$ cat src/adc_out_pkg.sv
// constants for the dual converter output and power control block
package adc_out_pkg;
    // ==========
    // data path
    localparam int SAMPLE_W = 12;
    localparam int PAIRS = SAMPLE_W / 2;
    localparam logic [11:0] SAT_POS_BIN = 12'h7FF;
    localparam logic [11:0] SAT_POS_TWOS = 12'h3FF;
    localparam logic [11:0] SAT_NEG_BIN = 12'h000;
    localparam logic [11:0] SAT_NEG_TWOS = 12'h400;
    // ==========
    // power state codes
    localparam logic [2:0] PM_NORMAL = 3'h0;
    localparam logic [2:0] PM_BUF_A = 3'h1;
    localparam logic [2:0] PM_BUF_B = 3'h2;
    localparam logic [2:0] PM_BUF_AB = 3'h3;
    localparam logic [2:0] PM_PDN = 3'h4;
    localparam logic [2:0] PM_STBY_A = 3'h5;
    localparam logic [2:0] PM_STBY_B = 3'h6;
    localparam logic [2:0] PM_MUX = 3'h7;
    // ==========
    // timing
    localparam int CLK_MHZ = 200;
    localparam int PDN_WAKE_US = 15;
    localparam int FAST_WAKE_NS = 100;
    localparam int SLOW_PERIOD_NS = 1000;
    localparam int PDN_WAKE_CYC = PDN_WAKE_US * CLK_MHZ;
    localparam int FAST_WAKE_CYC = (FAST_WAKE_NS * CLK_MHZ + 999) / 1000;
    localparam int SLOW_CYC = (SLOW_PERIOD_NS * CLK_MHZ) / 1000;
    // ==========
    // registers
    localparam logic [7:0] CONFIG_OFS = 8'h00;
    localparam logic [7:0] STATUS_OFS = 8'h04;
    localparam logic [31:0] CONFIG_RESET = 32'h0000_0000;
    localparam int F_PM = 0;
    localparam int F_DDR = 3;
    localparam int F_TWOS = 4;
    localparam int F_PAR = 5;
    localparam int F_DDRIVE = 6;
    localparam int F_CDRIVE = 7;
    localparam int F_CUR = 8;
    localparam int F_DBL = 10;
    localparam int F_TERM = 11;
    localparam int CONFIG_BITS = 14;
    // differential current in quarter milliamps, by code
    localparam logic [7:0] CUR_3P5 = 8'h0E;
    localparam logic [7:0] CUR_2P5 = 8'h0A;
    localparam logic [7:0] CUR_4P5 = 8'h12;
    localparam logic [7:0] CUR_1P75 = 8'h07;
endpackage

$ cat src/dual_adc_output_power_ctrl.sv
// output formatting, output buffers and power state control of a dual 12-bit converter
// Overview of operation
// - codes 000-011 select normal or buffer disables
// - 100 global down, 101/110 channel standby
// - 111 interleaves both channels onto bus B
// - three pins give code, first pin MSB
// - global down: converters, reference, buffers off
// - global down exit waits fifteen microseconds
// - standby keeps reference, resumes after 100 ns
// - disabled buffer tri-states, restores in 100 ns
// - sample clock under 1 MSPS: low power
// - twelve bits per channel, shared forwarded clock
// - interface type from bit or select pin
// - single-ended: all bits every sample cycle
// - DDR: two bits per pair, six pairs
// - even bits on rise, odd on fall
// - separate data and clock drive boosts
// - current default 3.5, else 2.5/4.5/1.75 mA
// - current double doubles programmed current
// - three termination enables, any combination
// - code format from bit or select pin
// - overdrive saturates to the fixed codes
// - multiplex only single-ended, bus A tri-stated
//
// Implementation choices: the register addresses and register access over AHB-Lite.
`timescale 1ns/1ps
module dual_adc_output_power_ctrl
    import adc_out_pkg::*;
(
    // clock, reset, enable
    input wire logic ref_clk_in,
    input wire logic nrst_in,
    input wire logic ce_in,
    // AHB-Lite slave
    input wire logic hsel_in,
    input wire logic [31:0] haddr_in,
    input wire logic [1:0] htrans_in,
    input wire logic hwrite_in,
    input wire logic [2:0] hsize_in,
    input wire logic [31:0] hwdata_in,
    input wire logic hready_in,
    output logic [31:0] hrdata_out,
    output logic hreadyout_out,
    output logic hresp_out,
    // pins
    input wire logic sample_clk_in,
    input wire logic power_mode_pin_msb_in,
    input wire logic power_mode_pin_mid_in,
    input wire logic power_mode_pin_lsb_in,
    input wire logic interface_select_pin_in,
    // converter core
    input wire logic [adc_out_pkg::SAMPLE_W-1:0] adc_a_in,
    input wire logic [adc_out_pkg::SAMPLE_W-1:0] adc_b_in,
    input wire logic [1:0] ovr_pos_in,
    input wire logic [1:0] ovr_neg_in,
    output logic [1:0] adc_power_out,
    output logic ref_power_out,
    output logic low_power_out,
    // single-ended buses
    output logic [adc_out_pkg::SAMPLE_W-1:0] bus_a_pins_out,
    output logic bus_a_pins_oe_out,
    output logic [adc_out_pkg::SAMPLE_W-1:0] bus_b_pins_out,
    output logic bus_b_pins_oe_out,
    output logic forwarded_clock_out,
    output logic forwarded_clock_oe_out,
    // DDR pairs
    output logic [adc_out_pkg::PAIRS-1:0] ddr_a_out,
    output logic ddr_a_oe_out,
    output logic [adc_out_pkg::PAIRS-1:0] ddr_b_out,
    output logic ddr_b_oe_out,
    output logic forwarded_clock_pos_out,
    output logic forwarded_clock_pos_oe_out,
    // analog buffer settings
    output logic data_drive_level_out,
    output logic clock_drive_level_out,
    output logic [7:0] lvds_current_out,
    output logic [2:0] term_en_out
);
    import adc_out_pkg::*;

    // ==========
    // register bus
    logic [CONFIG_BITS-1:0] cfg;
    logic wr_pend;
    logic [7:0] dp_addr;
    logic [31:0] status;
    logic addr_ok;

    assign hreadyout_out = ce_in;
    assign hresp_out = 1'b0;
    assign addr_ok = hsel_in && htrans_in[1] && hready_in;

    always_ff @(posedge ref_clk_in) begin
        if (!nrst_in) begin
            wr_pend <= 1'b0;
            dp_addr <= 8'h00;
        end else if (ce_in) begin
            wr_pend <= addr_ok && hwrite_in && (hsize_in == 3'h2);
            if (addr_ok) begin
                dp_addr <= haddr_in[7:0];
            end
        end
    end

    always_ff @(posedge ref_clk_in) begin
        if (!nrst_in) begin
            cfg <= CONFIG_RESET[CONFIG_BITS-1:0];
        end else if (ce_in && wr_pend && dp_addr == CONFIG_OFS) begin
            cfg <= hwdata_in[CONFIG_BITS-1:0];
        end
    end

    always_comb begin
        unique case (dp_addr)
            CONFIG_OFS: hrdata_out = {{(32-CONFIG_BITS){1'b0}}, cfg};
            STATUS_OFS: hrdata_out = status;
            default: hrdata_out = 32'h0000_0000;
        endcase
    end

    // ==========
    // pin synchronisers
    logic [4:0] pin_s1;
    logic [4:0] pin_s2;
    logic clk_s3;

    always_ff @(posedge ref_clk_in) begin
        if (!nrst_in) begin
            pin_s1 <= 5'h00;
            pin_s2 <= 5'h00;
            clk_s3 <= 1'b0;
        end else if (ce_in) begin
            pin_s1 <= {sample_clk_in, interface_select_pin_in, power_mode_pin_msb_in,
                       power_mode_pin_mid_in, power_mode_pin_lsb_in};
            pin_s2 <= pin_s1;
            clk_s3 <= pin_s2[4];
        end
    end

    logic s_rise;
    logic s_fall;
    assign s_rise = pin_s2[4] && !clk_s3;
    assign s_fall = !pin_s2[4] && clk_s3;

    // ==========
    // mode source and decode
    logic par_src;
    logic [2:0] pm;
    logic ddr;
    logic twos;
    logic pdn;
    logic mux;
    logic [1:0] stby;
    logic [1:0] bufoff;

    assign par_src = cfg[F_PAR];
    assign pm = par_src ? pin_s2[2:0] : cfg[F_PM+:3];
    assign ddr = par_src ? pin_s2[3] : cfg[F_DDR];
    assign twos = par_src ? pin_s2[3] : cfg[F_TWOS];
    assign pdn = pm == PM_PDN;
    assign stby[0] = pm == PM_STBY_A;
    assign stby[1] = pm == PM_STBY_B;
    assign bufoff[0] = pm == PM_BUF_A || pm == PM_BUF_AB;
    assign bufoff[1] = pm == PM_BUF_B || pm == PM_BUF_AB;
    assign mux = pm == PM_MUX && !ddr;

    // ==========
    // sample clock rate watch
    logic [7:0] idle_cnt;
    logic low_power;

    always_ff @(posedge ref_clk_in) begin
        if (!nrst_in) begin
            idle_cnt <= 8'h00;
            low_power <= 1'b0;
        end else if (ce_in) begin
            if (s_rise) begin
                idle_cnt <= 8'h00;
                low_power <= 1'b0;
            end else if (idle_cnt == 8'(SLOW_CYC - 1)) begin
                low_power <= 1'b1;
            end else begin
                idle_cnt <= idle_cnt + 8'h01;
            end
        end
    end

    // ==========
    // per channel wake, format and launch
    logic [1:0][SAMPLE_W-1:0] raw;
    logic [1:0][SAMPLE_W-1:0] conv;
    logic [1:0][SAMPLE_W-1:0] word;
    logic [1:0][SAMPLE_W-1:0] bus_q;
    logic [1:0][PAIRS-1:0] ddr_q;
    logic [1:0][11:0] wake_cnt;
    logic [1:0] valid;
    logic [1:0] oe;
    logic fclk;

    assign raw[0] = adc_a_in;
    assign raw[1] = adc_b_in;

    for (genvar i = 0; i < 2; i++) begin : g_ch
        logic off;
        assign off = pdn || stby[i] || low_power;
        assign valid[i] = wake_cnt[i] == 12'h000;
        // tri-state at once; the wake count only reloads on the next edge
        assign oe[i] = valid[i] && !off && !bufoff[i] && !(mux && i == 0);

        always_ff @(posedge ref_clk_in) begin
            if (!nrst_in) begin
                wake_cnt[i] <= 12'(PDN_WAKE_CYC);
            end else if (ce_in) begin
                if (pdn) begin
                    wake_cnt[i] <= 12'(PDN_WAKE_CYC);
                end else if (off || bufoff[i]) begin
                    wake_cnt[i] <= 12'(FAST_WAKE_CYC);
                end else if (!valid[i]) begin
                    wake_cnt[i] <= wake_cnt[i] - 12'h001;
                end
            end
        end

        always_comb begin
            if (ovr_pos_in[i]) begin
                conv[i] = twos ? SAT_POS_TWOS : SAT_POS_BIN;
            end else if (ovr_neg_in[i]) begin
                conv[i] = twos ? SAT_NEG_TWOS : SAT_NEG_BIN;
            end else begin
                conv[i] = raw[i] ^ {twos, {(SAMPLE_W-1){1'b0}}};
            end
        end

        always_ff @(posedge ref_clk_in) begin
            if (!nrst_in) begin
                word[i] <= '0;
                bus_q[i] <= '0;
                ddr_q[i] <= '0;
            end else if (ce_in && s_rise) begin
                word[i] <= conv[i];
                bus_q[i] <= (mux && i == 1) ? conv[0] : conv[i];
                for (int k = 0; k < PAIRS; k++) begin
                    ddr_q[i][k] <= conv[i][2*k];
                end
            end else if (ce_in && s_fall) begin
                if (mux && i == 1) begin
                    bus_q[i] <= word[1];
                end
                for (int k = 0; k < PAIRS; k++) begin
                    ddr_q[i][k] <= word[i][2*k+1];
                end
            end
        end
    end

    always_ff @(posedge ref_clk_in) begin
        if (!nrst_in) begin
            fclk <= 1'b0;
        end else if (ce_in && s_rise) begin
            fclk <= 1'b1;
        end else if (ce_in && s_fall) begin
            fclk <= 1'b0;
        end
    end

    // ==========
    // pins and analog controls
    assign bus_a_pins_out = bus_q[0];
    assign bus_b_pins_out = bus_q[1];
    assign bus_a_pins_oe_out = oe[0] && !ddr;
    assign bus_b_pins_oe_out = oe[1] && !ddr;
    assign ddr_a_out = ddr_q[0];
    assign ddr_b_out = ddr_q[1];
    assign ddr_a_oe_out = oe[0] && ddr;
    assign ddr_b_oe_out = oe[1] && ddr;
    assign forwarded_clock_out = fclk;
    assign forwarded_clock_pos_out = fclk;
    assign forwarded_clock_oe_out = !pdn && !ddr;
    assign forwarded_clock_pos_oe_out = !pdn && ddr;
    assign adc_power_out[0] = !(pdn || stby[0] || low_power);
    assign adc_power_out[1] = !(pdn || stby[1] || low_power);
    assign ref_power_out = !pdn;
    assign low_power_out = low_power;
    assign data_drive_level_out = cfg[F_DDRIVE];
    assign clock_drive_level_out = cfg[F_CDRIVE];
    assign term_en_out = cfg[F_TERM+:3];

    logic [7:0] cur_base;
    always_comb begin
        unique case (cfg[F_CUR+:2])
            2'h0: cur_base = CUR_3P5;
            2'h1: cur_base = CUR_2P5;
            2'h2: cur_base = CUR_4P5;
            2'h3: cur_base = CUR_1P75;
        endcase
    end
    assign lvds_current_out = cfg[F_DBL] ? {cur_base[6:0], 1'b0} : cur_base;

    assign status = {14'h0000, lvds_current_out, pdn, valid, low_power, mux, twos, ddr, pm};

    // ==========
    // elaboration checks
    // counters are sized for the documented figures; refuse figures they cannot hold
    if (PDN_WAKE_CYC > 4095 || FAST_WAKE_CYC < 1 || FAST_WAKE_CYC > PDN_WAKE_CYC) begin : g_bad_wake
        $error("wake counts do not fit the twelve bit wake counter");
    end
    if (SLOW_CYC < 2 || SLOW_CYC > 256) begin : g_bad_slow
        $error("slow clock limit does not fit the eight bit idle counter");
    end
    if (PAIRS * 2 != SAMPLE_W || SAMPLE_W != 12) begin : g_bad_width
        $error("sample width must be twelve bits split into pairs");
    end
endmodule

$ cat config.mk
export PLATFORM = sky130hd
export DESIGN_NAME = dual_adc_output_power_ctrl
export DESIGN_NICKNAME = d
export VERILOG_FILES = /design/src/adc_out_pkg.sv /design/src/dual_adc_output_power_ctrl.sv
export SDC_FILE = /design/constraint.sdc
export NUM_CORES = 1
export LEC_CHECK = 0
export BUFFER_PORTS_ARGS = -buffer_cell sky130_fd_sc_hd__clkbuf_2
export CAP_MARGIN = 20
export CORE_MARGIN = 8
export CORE_UTILIZATION = 25
export DETAILED_ROUTE_END_ITERATION = 8
export PLACE_DENSITY = 0.46
export SLEW_MARGIN = 20
export SYNTH_ARGS = -nofsm -noshare
export SYNTH_HDL_FRONTEND = slang
export SYNTH_SLANG_ARGS = --single-unit
$ cat constraint.sdc
create_clock -name ref_clk_in -period 2.55 [get_ports ref_clk_in]
set_input_delay 0.255 -clock ref_clk_in [delete_from_list [all_inputs] [get_ports ref_clk_in]]
set_output_delay 0.255 -clock ref_clk_in [all_outputs]
set_load 0.01 [all_outputs]
==> key figures, run 1 <==
STA
  – Least-Margin Pin Slew: 0.5629 ns
  – RSZ-0062 raised after global routing: yes
  – Max-slew violations: 0
  – Post-layout min period: 2.448 ns
  – Fmax: 408.5 MHz
  – Final setup violating endpoints: 0
  – Period utilization: 0.9600
  – Worst hold slack: 0.06548 ns
  – Slew headroom: 0.6247
  – Clock Skew: 0.009302 ns
  – Final Hold Viols: 0

Setup path
  – CP Launch Type: register
  – Critical path arrival: 2.19 ns
  – Critical Path RT: 2.30 ns
  – CP Capture Type: output port
  – Critical-path maximum fanout: 5
  – Crit path kind: reg2out

Route
  – Vias per cell: 4.762
  – WL/cell: 16.59 microns
  – Routed Antenna Nets: 0
  – Vias: 5690
  – Routed wire length: 19.83 mm
  – DR iter-0 viols: 312
  – Router iterations before antenna repair: 5
  – Drt drc: 0

CTS
  – CTS tree: yes
  – CTS Buf Count: 17
  – CTS max path bufs: 2
  – Post-CTS Setup Inserts: 0
  – Hold_buf cts: 0
  – Clock Latency Late Sink: 0.41 ns
  – Clk slew on worst S/H paths: 0.05 ns
  – CTS resizes: 3
  – H-tree levels: 4
  – Root buffer cell: clkbuf_16
  – Sink Count: 116

Cells and area
  – Multi-input gate area: 0.003178 sq mm
  – Post-route design area: 0.007682 sq mm
  – Layout cells sized above 1: 0.2683
  – Area delta synth->final: 28.56%
  – Antenna cells: 0
  – Fin util: 0.3273
  – Final cell count without fillers: 1195
  – Sequential cell area: 0.002323 sq mm
  – Fillers: 2538
  – Layout Nets: 980

Global routing
  – Gr usage total: 0.1363
  – Vias in the first global route: 5515
  – Grt total ovfl: 0
  – Largest net degree at the start of global routing: 59
  – First-pass GRT wire length: 31.17 mm
  – Initial antenna violation count: 0

Synth
  – Synth Register Bits: 116
  – Synth top area cells: dfxtp_1 (39%), a21oi_1 (5.9%), nor2_1 (5.8%), buf_4 (4.5%), mux2i_1 (4.4%)
  – Syn_area_per_cell: 8.197 sq um
  – Library cells used by synthesis: 61
  – Top-count cell post-synth: dfxtp_1
  – Synth top cells by count: dfxtp_1 (116), nor2_1 (93), a21oi_1 (70), nand2_1 (61), buf_4 (36)
  – Synth Area in Compound Gates: 0.2261
  – Synth warn: 0
  – XOR/XNOR Fraction of Synth Area: 0.008794
  – Sequential share of the synthesized area: 0.3886
  – Yosys top cell area share: 0.3886
  – Ys flop type: dfxtp_1
  – Share of flip-flops with an asynchronous set or reset: 0
  – Adder-cell share of the synthesized area: 0.01884
  – Synthesized area: 0.005976 sq mm
  – EDFF count, synth: 0
  – Post-synth top area cell: dfxtp_1
  – Multiplexer share of the synthesized area: 0.04732
  – Post-Synthesis Cells: 729
  – Post-Synth Simple-Gate Area: 0.2134
  – Combinational family with the most area after synthesis: compound AO/OA/AOI/OAI gates

Floorplanning
  – IO Count: 203
  – # rows: 56
  – Core area: 0.02347 sq mm
  – Die ar.: 0.02911 sq mm
  – Chip width: 170.6 microns
  – Die Ht: 170.6 microns
  – Starting Density: 0.2546

Power
  – Switching pwr: 0.001166 W
  – P_leak: 3.138 nW
  – Combinational share of power: 0.079
  – Int Power: 0.003939 W
  – Switching Share: 0.2283
  – Overall power: 0.005105 W
  – Clk pwr share: 0.550
  – Reg power frac: 0.371
  – Max VDD drop: 0.0003563 V
  – P per Cell Area: 664.5 mW/mm^2

Placed design
  – Port Buffer Count: 140
  – GPL Wtd Cong: 0.8291
  – Placed insts: 1163
  – Placed Instance Area: 0.006972 sq mm
  – DP Wirelength: 14.73 mm

Run status
  – Outcome: finished, final reports clean

Flow run
  – MaxCap Viol Count: 0

Worst hold path
  – Hold Crit Class: in2reg
-- area by class of cell --
type | count | share of cell area
timing repair buffer | 179 | 0.1309
multi-input combinational | 525 | 0.4137
sequential | 116 | 0.3024
clock buffer | 17 | 0.05537
inverter | 24 | 0.01173
tap | 319 | 0.05195
clock inverter | 15 | 0.03388
-- logic make-up after synthesis --
group / after synthesis
XOR/XNOR: 6
other: 1
adder cells (fa/ha/maj): 9
AO/OA/AOI/OAI: 203
flip-flops: 116
AND/OR/NAND/NOR: 260
multiplexers: 28
buffers and inverters: 106
-- state kept, by name, indices dropped and copies added (netlist names), 5 cells and up --
register	flops
word	12
wake_cnt	24
dp_addr	8
bus_a_pins_out	12
cfg	14
ddr_a_out	6
pin_s2	5
pin_s1	5
ddr_b_out	6
idle_cnt	8
bus_b_pins_out	12
-- power groups by stage --
stage / registers (W) / clock network [W] / logic [W]
after floorplan: 0.00192 / 0 / 0.000265
after global placement: 0.00193 / 0 / 0.000404
after detailed placement: 0.00193 / 0 / 0.000404
after CTS: 0.00189 / 0.00287 / 0.000406
after global routing: 0.00190 / 0.00295 / 0.000450
final: 0.00189 / 0.00281 / 0.000404
-- critical path, stage by stage (launching register included) --
cell and delay [ns]:
dfxtp_1 0.31, or4_1 0.61, nor2_2 0.22, nand2_1 0.19, o21ai_1 0.26, clkbuf_2 0.18
-- through the flow --
stage	setup slack (ns)	TNS [ns]
4_1_cts	0.009285	0
5_1_grt	-0.01359	-0.01359
3_3_place_gp	0.3147	0
6_report	0.1020	0
2_1_floorplan	0.4698	0
3_5_place_dp	0.3161	0
-- layout by cell type (no fill, tap or decap), drive strengths merged, types with 3 or more instances in the layout --
master / count
clkbuf: 157
dfxtp: 116
nor2: 93
a21oi: 70
nand2: 61
buf: 39
o21ai: 32
mux2i: 26
inv: 22
a31oi: 21
conb: 19
nor3: 17
a211oi: 16
and3: 16
nand2b: 13
a221oi: 10
a211o: 10
or3: 10
ha: 9
o221ai: 8
bufinv: 7
nor4: 7
or4: 6
a22o: 6
nand3: 6
and2: 6
clkinv: 6
nor2b: 5
o211ai: 5
o31ai: 5
nor3b: 4
xnor2: 4
a22oi: 4
clkinvlp: 4
nand4: 4
a32o: 3
nand3b: 3
-- routing by layer --
layer / global-route usage / wire length [microns]
met1: 0.1787 / 9271
met2: 0.2164 / 9221
met3: 0.03849 / 1182
met4: 0.03547 / 150
met5: 0 / 0
-- final timing paths --
path | startpoint | end | slack [ns] | depth (start not counted)
worst min register to register | dp_addr[6]$_SDFFE_PN0P_ | dp_addr[6]$_SDFFE_PN0P_ | 0.45 | 2
worst max-delay path | dp_addr[3]$_SDFFE_PN0P_ | hrdata_out[1] | 0.10 | 5
worst min-delay path | haddr_in[6] | dp_addr[6]$_SDFFE_PN0P_ | 0.07 | 3
worst max register to register | cfg[5]$_SDFFE_PN0P_ | bus_b_pins_out[4]$_SDFFE_PN0P_ | 0.45 | 6
No activity file was read; power rests on OpenSTA's default activity.
==> run 2: changes to the inputs <==
--- a/config.mk
+++ b/config.mk
@@ -10,6 +10,7 @@
 export CORE_MARGIN = 8
 export CORE_UTILIZATION = 25
 export DETAILED_ROUTE_END_ITERATION = 8
+export GPL_TIMING_DRIVEN = 0
 export PLACE_DENSITY = 0.46
 export SLEW_MARGIN = 20
 export SYNTH_ARGS = -nofsm -noshare
==> constraint.sdc (replaced) <==
create_clock -name ref_clk_in -period 3 [get_ports ref_clk_in]
set_input_delay 0.3 -clock ref_clk_in [delete_from_list [all_inputs] [get_ports ref_clk_in]]
set_output_delay 0.3 -clock ref_clk_in [all_outputs]
set_load 0.01 [all_outputs]
==> run 2 against run 1 <==
Worst setup slack better by 0.025 ns. Non-clock buffer count rose by 42. Final cell count up 3.5%. Largest cell class unchanged.
==> key figures, run 2 (same netlist as run 1, synthesis figures left out) <==
STA
  – Worst hold slack: 0.1016 ns
  – Period utilization: 0.9577
  – Final Hold Viols: 0
  – Least-Margin Pin Slew: 0.8971 ns
  – Final setup violating endpoints: 0
  – Slew headroom: 0.3848
  – Clock Skew: 0.008594 ns
  – Max-slew violations: 0
  – Fmax: 348.1 MHz
  – Post-layout min period: 2.873 ns
  – RSZ-0062 raised after global routing: no
  – Setup TNS: 0 ns

Cells and area
  – Most frequent cells in the layout: clkbuf_2 (143), dfxtp_1 (116), nor2_1 (93)
  – Layout Nets: 1022
  – Area delta synth->final: 29.10%
  – Largest Register: wake_cnt
  – Antenna cells: 0
  – Post-route design area: 0.007715 sq mm
  – Largest register FFs: 24
  – Commonest non-fill, non-tap cell in the layout: clkbuf_2
  – Largest regs: wake_cnt (24), cfg (14)
  – Layout cells sized above 1: 0.2527
  – Final cell count without fillers: 1237

Route
  – Vias: 5762
  – Routed wire length: 21.48 mm
  – Routed Antenna Nets: 0
  – Drt drc: 0
  – WL/cell: 17.36 microns
  – DR iter-0 viols: 383
  – Vias per cell: 4.658
  – Router iterations before antenna repair: 5

Setup path
  – Critical path, cell by cell: buf_6 -> buf_2 -> o21a_1 -> o21a_1 -> clkbuf_1 -> clkbuf_2 -> inv_1 -> o21ai_0 -> clkbuf_2
  – Critical-path maximum fanout: 10
  – Max stage delay cell, worst path: clkbuf_2
  – CP Capture Type: output port
  – Cell family with most CP delay: buffers and inverters
  – Critical path arrival: 2.57 ns
  – Worst path max stage delay: 0.35 ns
  – Critical Path RT: 2.70 ns
  – CP Launch Type: register
  – Crit path kind: reg2out
  – WP buf/inv: 6

Power
  – P per Cell Area: 508.2 mW/mm^2
  – P_leak: 3.182 nW
  – Max VDD drop: 0.0003092 V
  – Overall power: 0.003921 W

Floorplanning
  – Die ar.: 0.02911 sq mm
  – # rows: 56
  – Die Ht: 170.6 microns
  – IO Count: 203
  – Core area: 0.02347 sq mm
  – Chip width: 170.6 microns
  – Starting Density: 0.2546

CTS
  – CTS tree: yes
  – CTS Buf Count: 17
  – CTS max path bufs: 2
  – Sink Count: 116
  – Clock Latency Late Sink: 0.42 ns
  – Root buffer cell: clkbuf_16
  – Clk slew on worst S/H paths: 0.05 ns
  – Post-CTS Setup Inserts: 0
  – H-tree levels: 4

Placed design
  – Placed Instance Area: 0.007149 sq mm
  – GPL Wtd Cong: 0.8290
  – Placed insts: 1206
  – Port Buffer Count: 140
  – DP Wirelength: 16.48 mm

Global routing
  – First-pass GRT wire length: 32.15 mm
  – Gr usage total: 0.1453
  – Vias in the first global route: 5545
  – Initial antenna violation count: 0
  – Grt total ovfl: 0
  – Largest net degree at the start of global routing: 17

Flow run
  – MaxCap Viol Count: 0

Worst hold path
  – Hold Crit Class: in2reg

Run status
  – Outcome: finished, final reports clean
run 2: changes by cell type in the layout (fill, tap and decap cells not counted), moves of 3 or more:
cell,before,now
clkbuf_1,0,31
bufinv_16,7,1
buf_6,0,5
buf_1,0,4
buf_2,0,4
clkbuf_8,0,4
clkbuf_2,140,143
nor2_1,90,93
nor2_2,3,0
run 2: what timing repair did:
item                       CTS  global route
resized for setup            3             0
hold endpoints to repair     0             0
pin swaps                    0             0
hold buffers                 0             0
setup endpoints to repair    4             2
run 2: worst min-delay path: stages:
cell and delay [ns]:
clkbuf_2 0.08, nand2_1 0.04, a21oi_1 0.05
run 2: cell type report:
class,instances,area [sq um]
buffer,81,485.5
clock buffer,23,488.0
clock inverter,9,77.57
fill,2507,15760
inverter,24,90.09
multi-input combinational,525,3152
sequential,116,2322
tap,319,399.1
timing repair buffer,140,700.7
run 2: final timing paths:
kind                           start  cells past startpoint                               to  slack [ns]
max              cfg[5]$_SDFFE_PN0P_                      9                    hrdata_out[9]        0.13
min                      haddr_in[1]                      3          dp_addr[1]$_SDFFE_PN0P_        0.10
max reg2reg      cfg[5]$_SDFFE_PN0P_                      7  bus_b_pins_out[11]$_SDFFE_PN0P_        0.36
min reg2reg  dp_addr[7]$_SDFFE_PN0P_                      2          dp_addr[7]$_SDFFE_PN0P_        0.45
run 2: per-stage QoR:
stage	utilization	worst slack, ns
after floorplan	-	0.8748
after global placement	0.3043	0.3075
after detailed placement	0.3046	0.3581
after CTS	0.3288	0.02095
after global routing	0.3287	0.003911
final	0.3287	0.1270
run 2: power by group:
group / internal [W] / leakage [nW] / total (W) / switching [W]
Combinational: 0.000146 / 1.97 / 0.000362 / 0.000216
Clock: 0.00122 / 0.275 / 0.00194 / 0.000727
Sequential: 0.00158 / 0.940 / 0.00161 / 0.0000366
Total: 0.00294 / 3.18 / 0.00392 / 0.000980
run 2: per-layer routing:
metal | wire length (microns) | global-route usage | vias up
li1 | - | - | 2919
met1 | 9972 | 0.1908 | 2655
met2 | 9826 | 0.2290 | 172
met3 | 1410 | 0.03895 | 16
met4 | 271 | 0.04386 | 0
met5 | 0 | 0 | -
==> run 3: changes to the inputs <==
--- a/config.mk
+++ b/config.mk
@@ -11,7 +11,7 @@
 export CORE_UTILIZATION = 25
 export DETAILED_ROUTE_END_ITERATION = 8
 export GPL_TIMING_DRIVEN = 0
-export PLACE_DENSITY = 0.46
+export PLACE_DENSITY_LB_ADDON = 0.15
 export SLEW_MARGIN = 20
 export SYNTH_ARGS = -nofsm -noshare
 export SYNTH_HDL_FRONTEND = slang
==> run 3 against run 2 <==
Die area unchanged. Total power is 11% higher. Utilization rose by 0.46 points. Critical path depth fell by 3. Non-clock buffer count fell by 2. Clock skew rose by 0.0057 ns. Combinational power is essentially flat. Critical path type unchanged. Largest power group unchanged.
==> key figures, run 3 (same netlist as run 1, synthesis figures left out) <==
CTS
  – CTS Buf Count: 17
  – CTS resizes: 2
  – Clock Latency Late Sink: 0.42 ns
  – Post-CTS Setup Inserts: 0
  – Root buffer cell: clkbuf_16
  – CTS tree: yes
  – Clk slew on worst S/H paths: 0.06 ns
  – Hold_buf cts: 0
  – CTS max path bufs: 2
  – H-tree levels: 4
  – Sink Count: 116

STA
  – Period utilization: 0.9619
  – Max-slew violations: 0
  – Final worst slack: 0.1144 ns
  – Final setup violating endpoints: 0
  – Setup TNS: 0 ns
  – Slew headroom: 0.3192
  – Post-layout min period: 2.886 ns
  – RSZ-0062 raised after global routing: no
  – Final Hold Viols: 0
  – Fmax: 346.5 MHz
  – Least-Margin Pin Slew: 0.9928 ns
  – Clock Skew: 0.01434 ns

Setup path
  – CP Depth: 6
  – Max stage delay cell, worst path: or4_1
  – WP buf/inv: 2
  – Critical-path maximum fanout: 10
  – Cell family with most CP delay: simple AND/OR/NAND/NOR gates
  – Worst path max stage delay: 0.58 ns
  – Worst reg2reg path depth: 7
  – Most used cell, CP: clkbuf_2
  – Critical Path RT: 2.70 ns
  – Critical path, cell by cell: or4_1 -> nor3_1 -> clkbuf_2 -> nand2_1 -> o21ai_0 -> clkbuf_2
  – CP Launch Type: register
  – Crit path kind: reg2out
  – Critical path arrival: 2.59 ns
  – CP Capture Type: output port
  – FF-to-FF setup slack: 0.32 ns

Route
  – Vias: 5841
  – Drt drc: 0
  – Vias per cell: 4.730
  – WL/cell: 17.73 microns
  – Top sig layer: met4
  – DR iter-0 viols: 330
  – Routed Antenna Nets: 0
  – Router iterations before antenna repair: 5
  – WL met2: 9.967 mm
  – Routed wire length: 21.90 mm
  – Met1 Routed Length: 10.40 mm
  – Met3 Wirelength: 1.144 mm

Worst hold path
  – Hold Crit Class: in2reg
  – Hold path cells: 3

Cells and area
  – Layout cells sized above 1: 0.2533
  – Largest regs: wake_cnt (24), cfg (14)
  – Layout Nets: 1020
  – Post-route design area: 0.007824 sq mm
  – Antenna cells: 0
  – Largest register FFs: 24
  – Area delta synth->final: 30.93%
  – Largest Register: wake_cnt
  – Commonest non-fill, non-tap cell in the layout: clkbuf_2
  – Most frequent cells in the layout: clkbuf_2 (143), dfxtp_1 (116), nor2_1 (93)

Power
  – P per Cell Area: 554.7 mW/mm^2
  – Combinational share of power: 0.084
  – Switching pwr: 0.001010 W
  – Clk pwr share: 0.545
  – P_leak: 3.229 nW
  – Int Power: 0.003329 W
  – Switching Share: 0.2328
  – Overall power: 0.004340 W
  – Reg power frac: 0.372
  – Max VDD drop: 0.0002882 V

Floorplanning
  – Die Ht: 170.6 microns
  – Chip width: 170.6 microns
  – # rows: 56
  – IO Count: 203
  – Starting Density: 0.2546
  – Die ar.: 0.02911 sq mm
  – Core area: 0.02347 sq mm

Run status
  – Outcome: finished, final reports clean

Global routing
  – Grt total ovfl: 0
  – Largest net degree at the start of global routing: 17
  – Initial antenna violation count: 0
  – Vias in the first global route: 5815
  – First-pass GRT wire length: 33.54 mm
  – Gr usage total: 0.1503

Placed design
  – Placed Instance Area: 0.007149 sq mm
  – GPL Wtd Cong: 0.8083
  – DP Wirelength: 16.64 mm
  – Port Buffer Count: 140
  – Place WS: 0.3242 ns

Flow run
  – MaxCap Viol Count: 0
-- run 3: worst reg2reg max path, delay by kind of cell, from the launching register on --
kind | cells | cell delay, ns
muxes | 2 | 1.30
AOI/OAI and AO/OA | 2 | 0.33
buffers and inverters | 2 | 0.39
and+or+nand+nor | 1 | 0.18
DFF | 1 | 0.33
-- run 3: cell type report --
class | count | area (sq um)
buffer | 79 | 478.0
clock buffer | 21 | 460.4
clock inverter | 11 | 221.5
fill | 2516 | 15650
inverter | 24 | 90.09
multi-input combinational | 525 | 3152
sequential | 116 | 2322
tap | 319 | 399.1
timing repair buffer | 140 | 700.7
-- run 3: power groups by stage --
| stage | Sequential (W) | Combinational (W) | Clock (W) |
|---|---|---|---|
| 2_1_floorplan | 0.00164 | 0.000225 | 0 |
| 3_3_place_gp | 0.00164 | 0.000364 | 0 |
| 3_5_place_dp | 0.00165 | 0.000363 | 0 |
| 4_1_cts | 0.00161 | 0.000366 | 0.00240 |
| 5_1_grt | 0.00162 | 0.000408 | 0.00248 |
| 6_report | 0.00161 | 0.000364 | 0.00236 |
-- run 3: worst paths after layout --
| kind | startpoint | endpoint |
|---|---|---|
| worst max-delay path | dp_addr[3]$_SDFFE_PN0P_ | hrdata_out[7] |
| worst min-delay path | haddr_in[7] | dp_addr[7]$_SDFFE_PN0P_ |
| worst max register to register | cfg[5]$_SDFFE_PN0P_ | bus_b_pins_out[11]$_SDFFE_PN0P_ |
| worst min register to register | dp_addr[3]$_SDFFE_PN0P_ | dp_addr[3]$_SDFFE_PN0P_ |
-- run 3: metrics by stage --
| step | hold slack (ns) | utilization | std cells |
|---|---|---|---|
| 6_report | 0.1003 | 0.3333 | 1235 |
| 4_1_cts | 0.08851 | 0.3336 | 1237 |
| 3_3_place_gp | 0.4406 | 0.3043 | 1206 |
| 2_1_floorplan | 0.4308 | - | 747 |
| 3_5_place_dp | 0.4431 | 0.3046 | 1206 |
| 5_1_grt | 0.09895 | 0.3333 | 1235 |
-- run 3: layer usage --
| layer | up-vias | global-route usage |
|---|---|---|
| met2 | 173 | 0.2390 |
| met3 | 24 | 0.03895 |
| met4 | 0 | 0.04577 |
| met1 | 2736 | 0.1964 |
| met5 | - | 0 |
| li1 | 2908 | - |
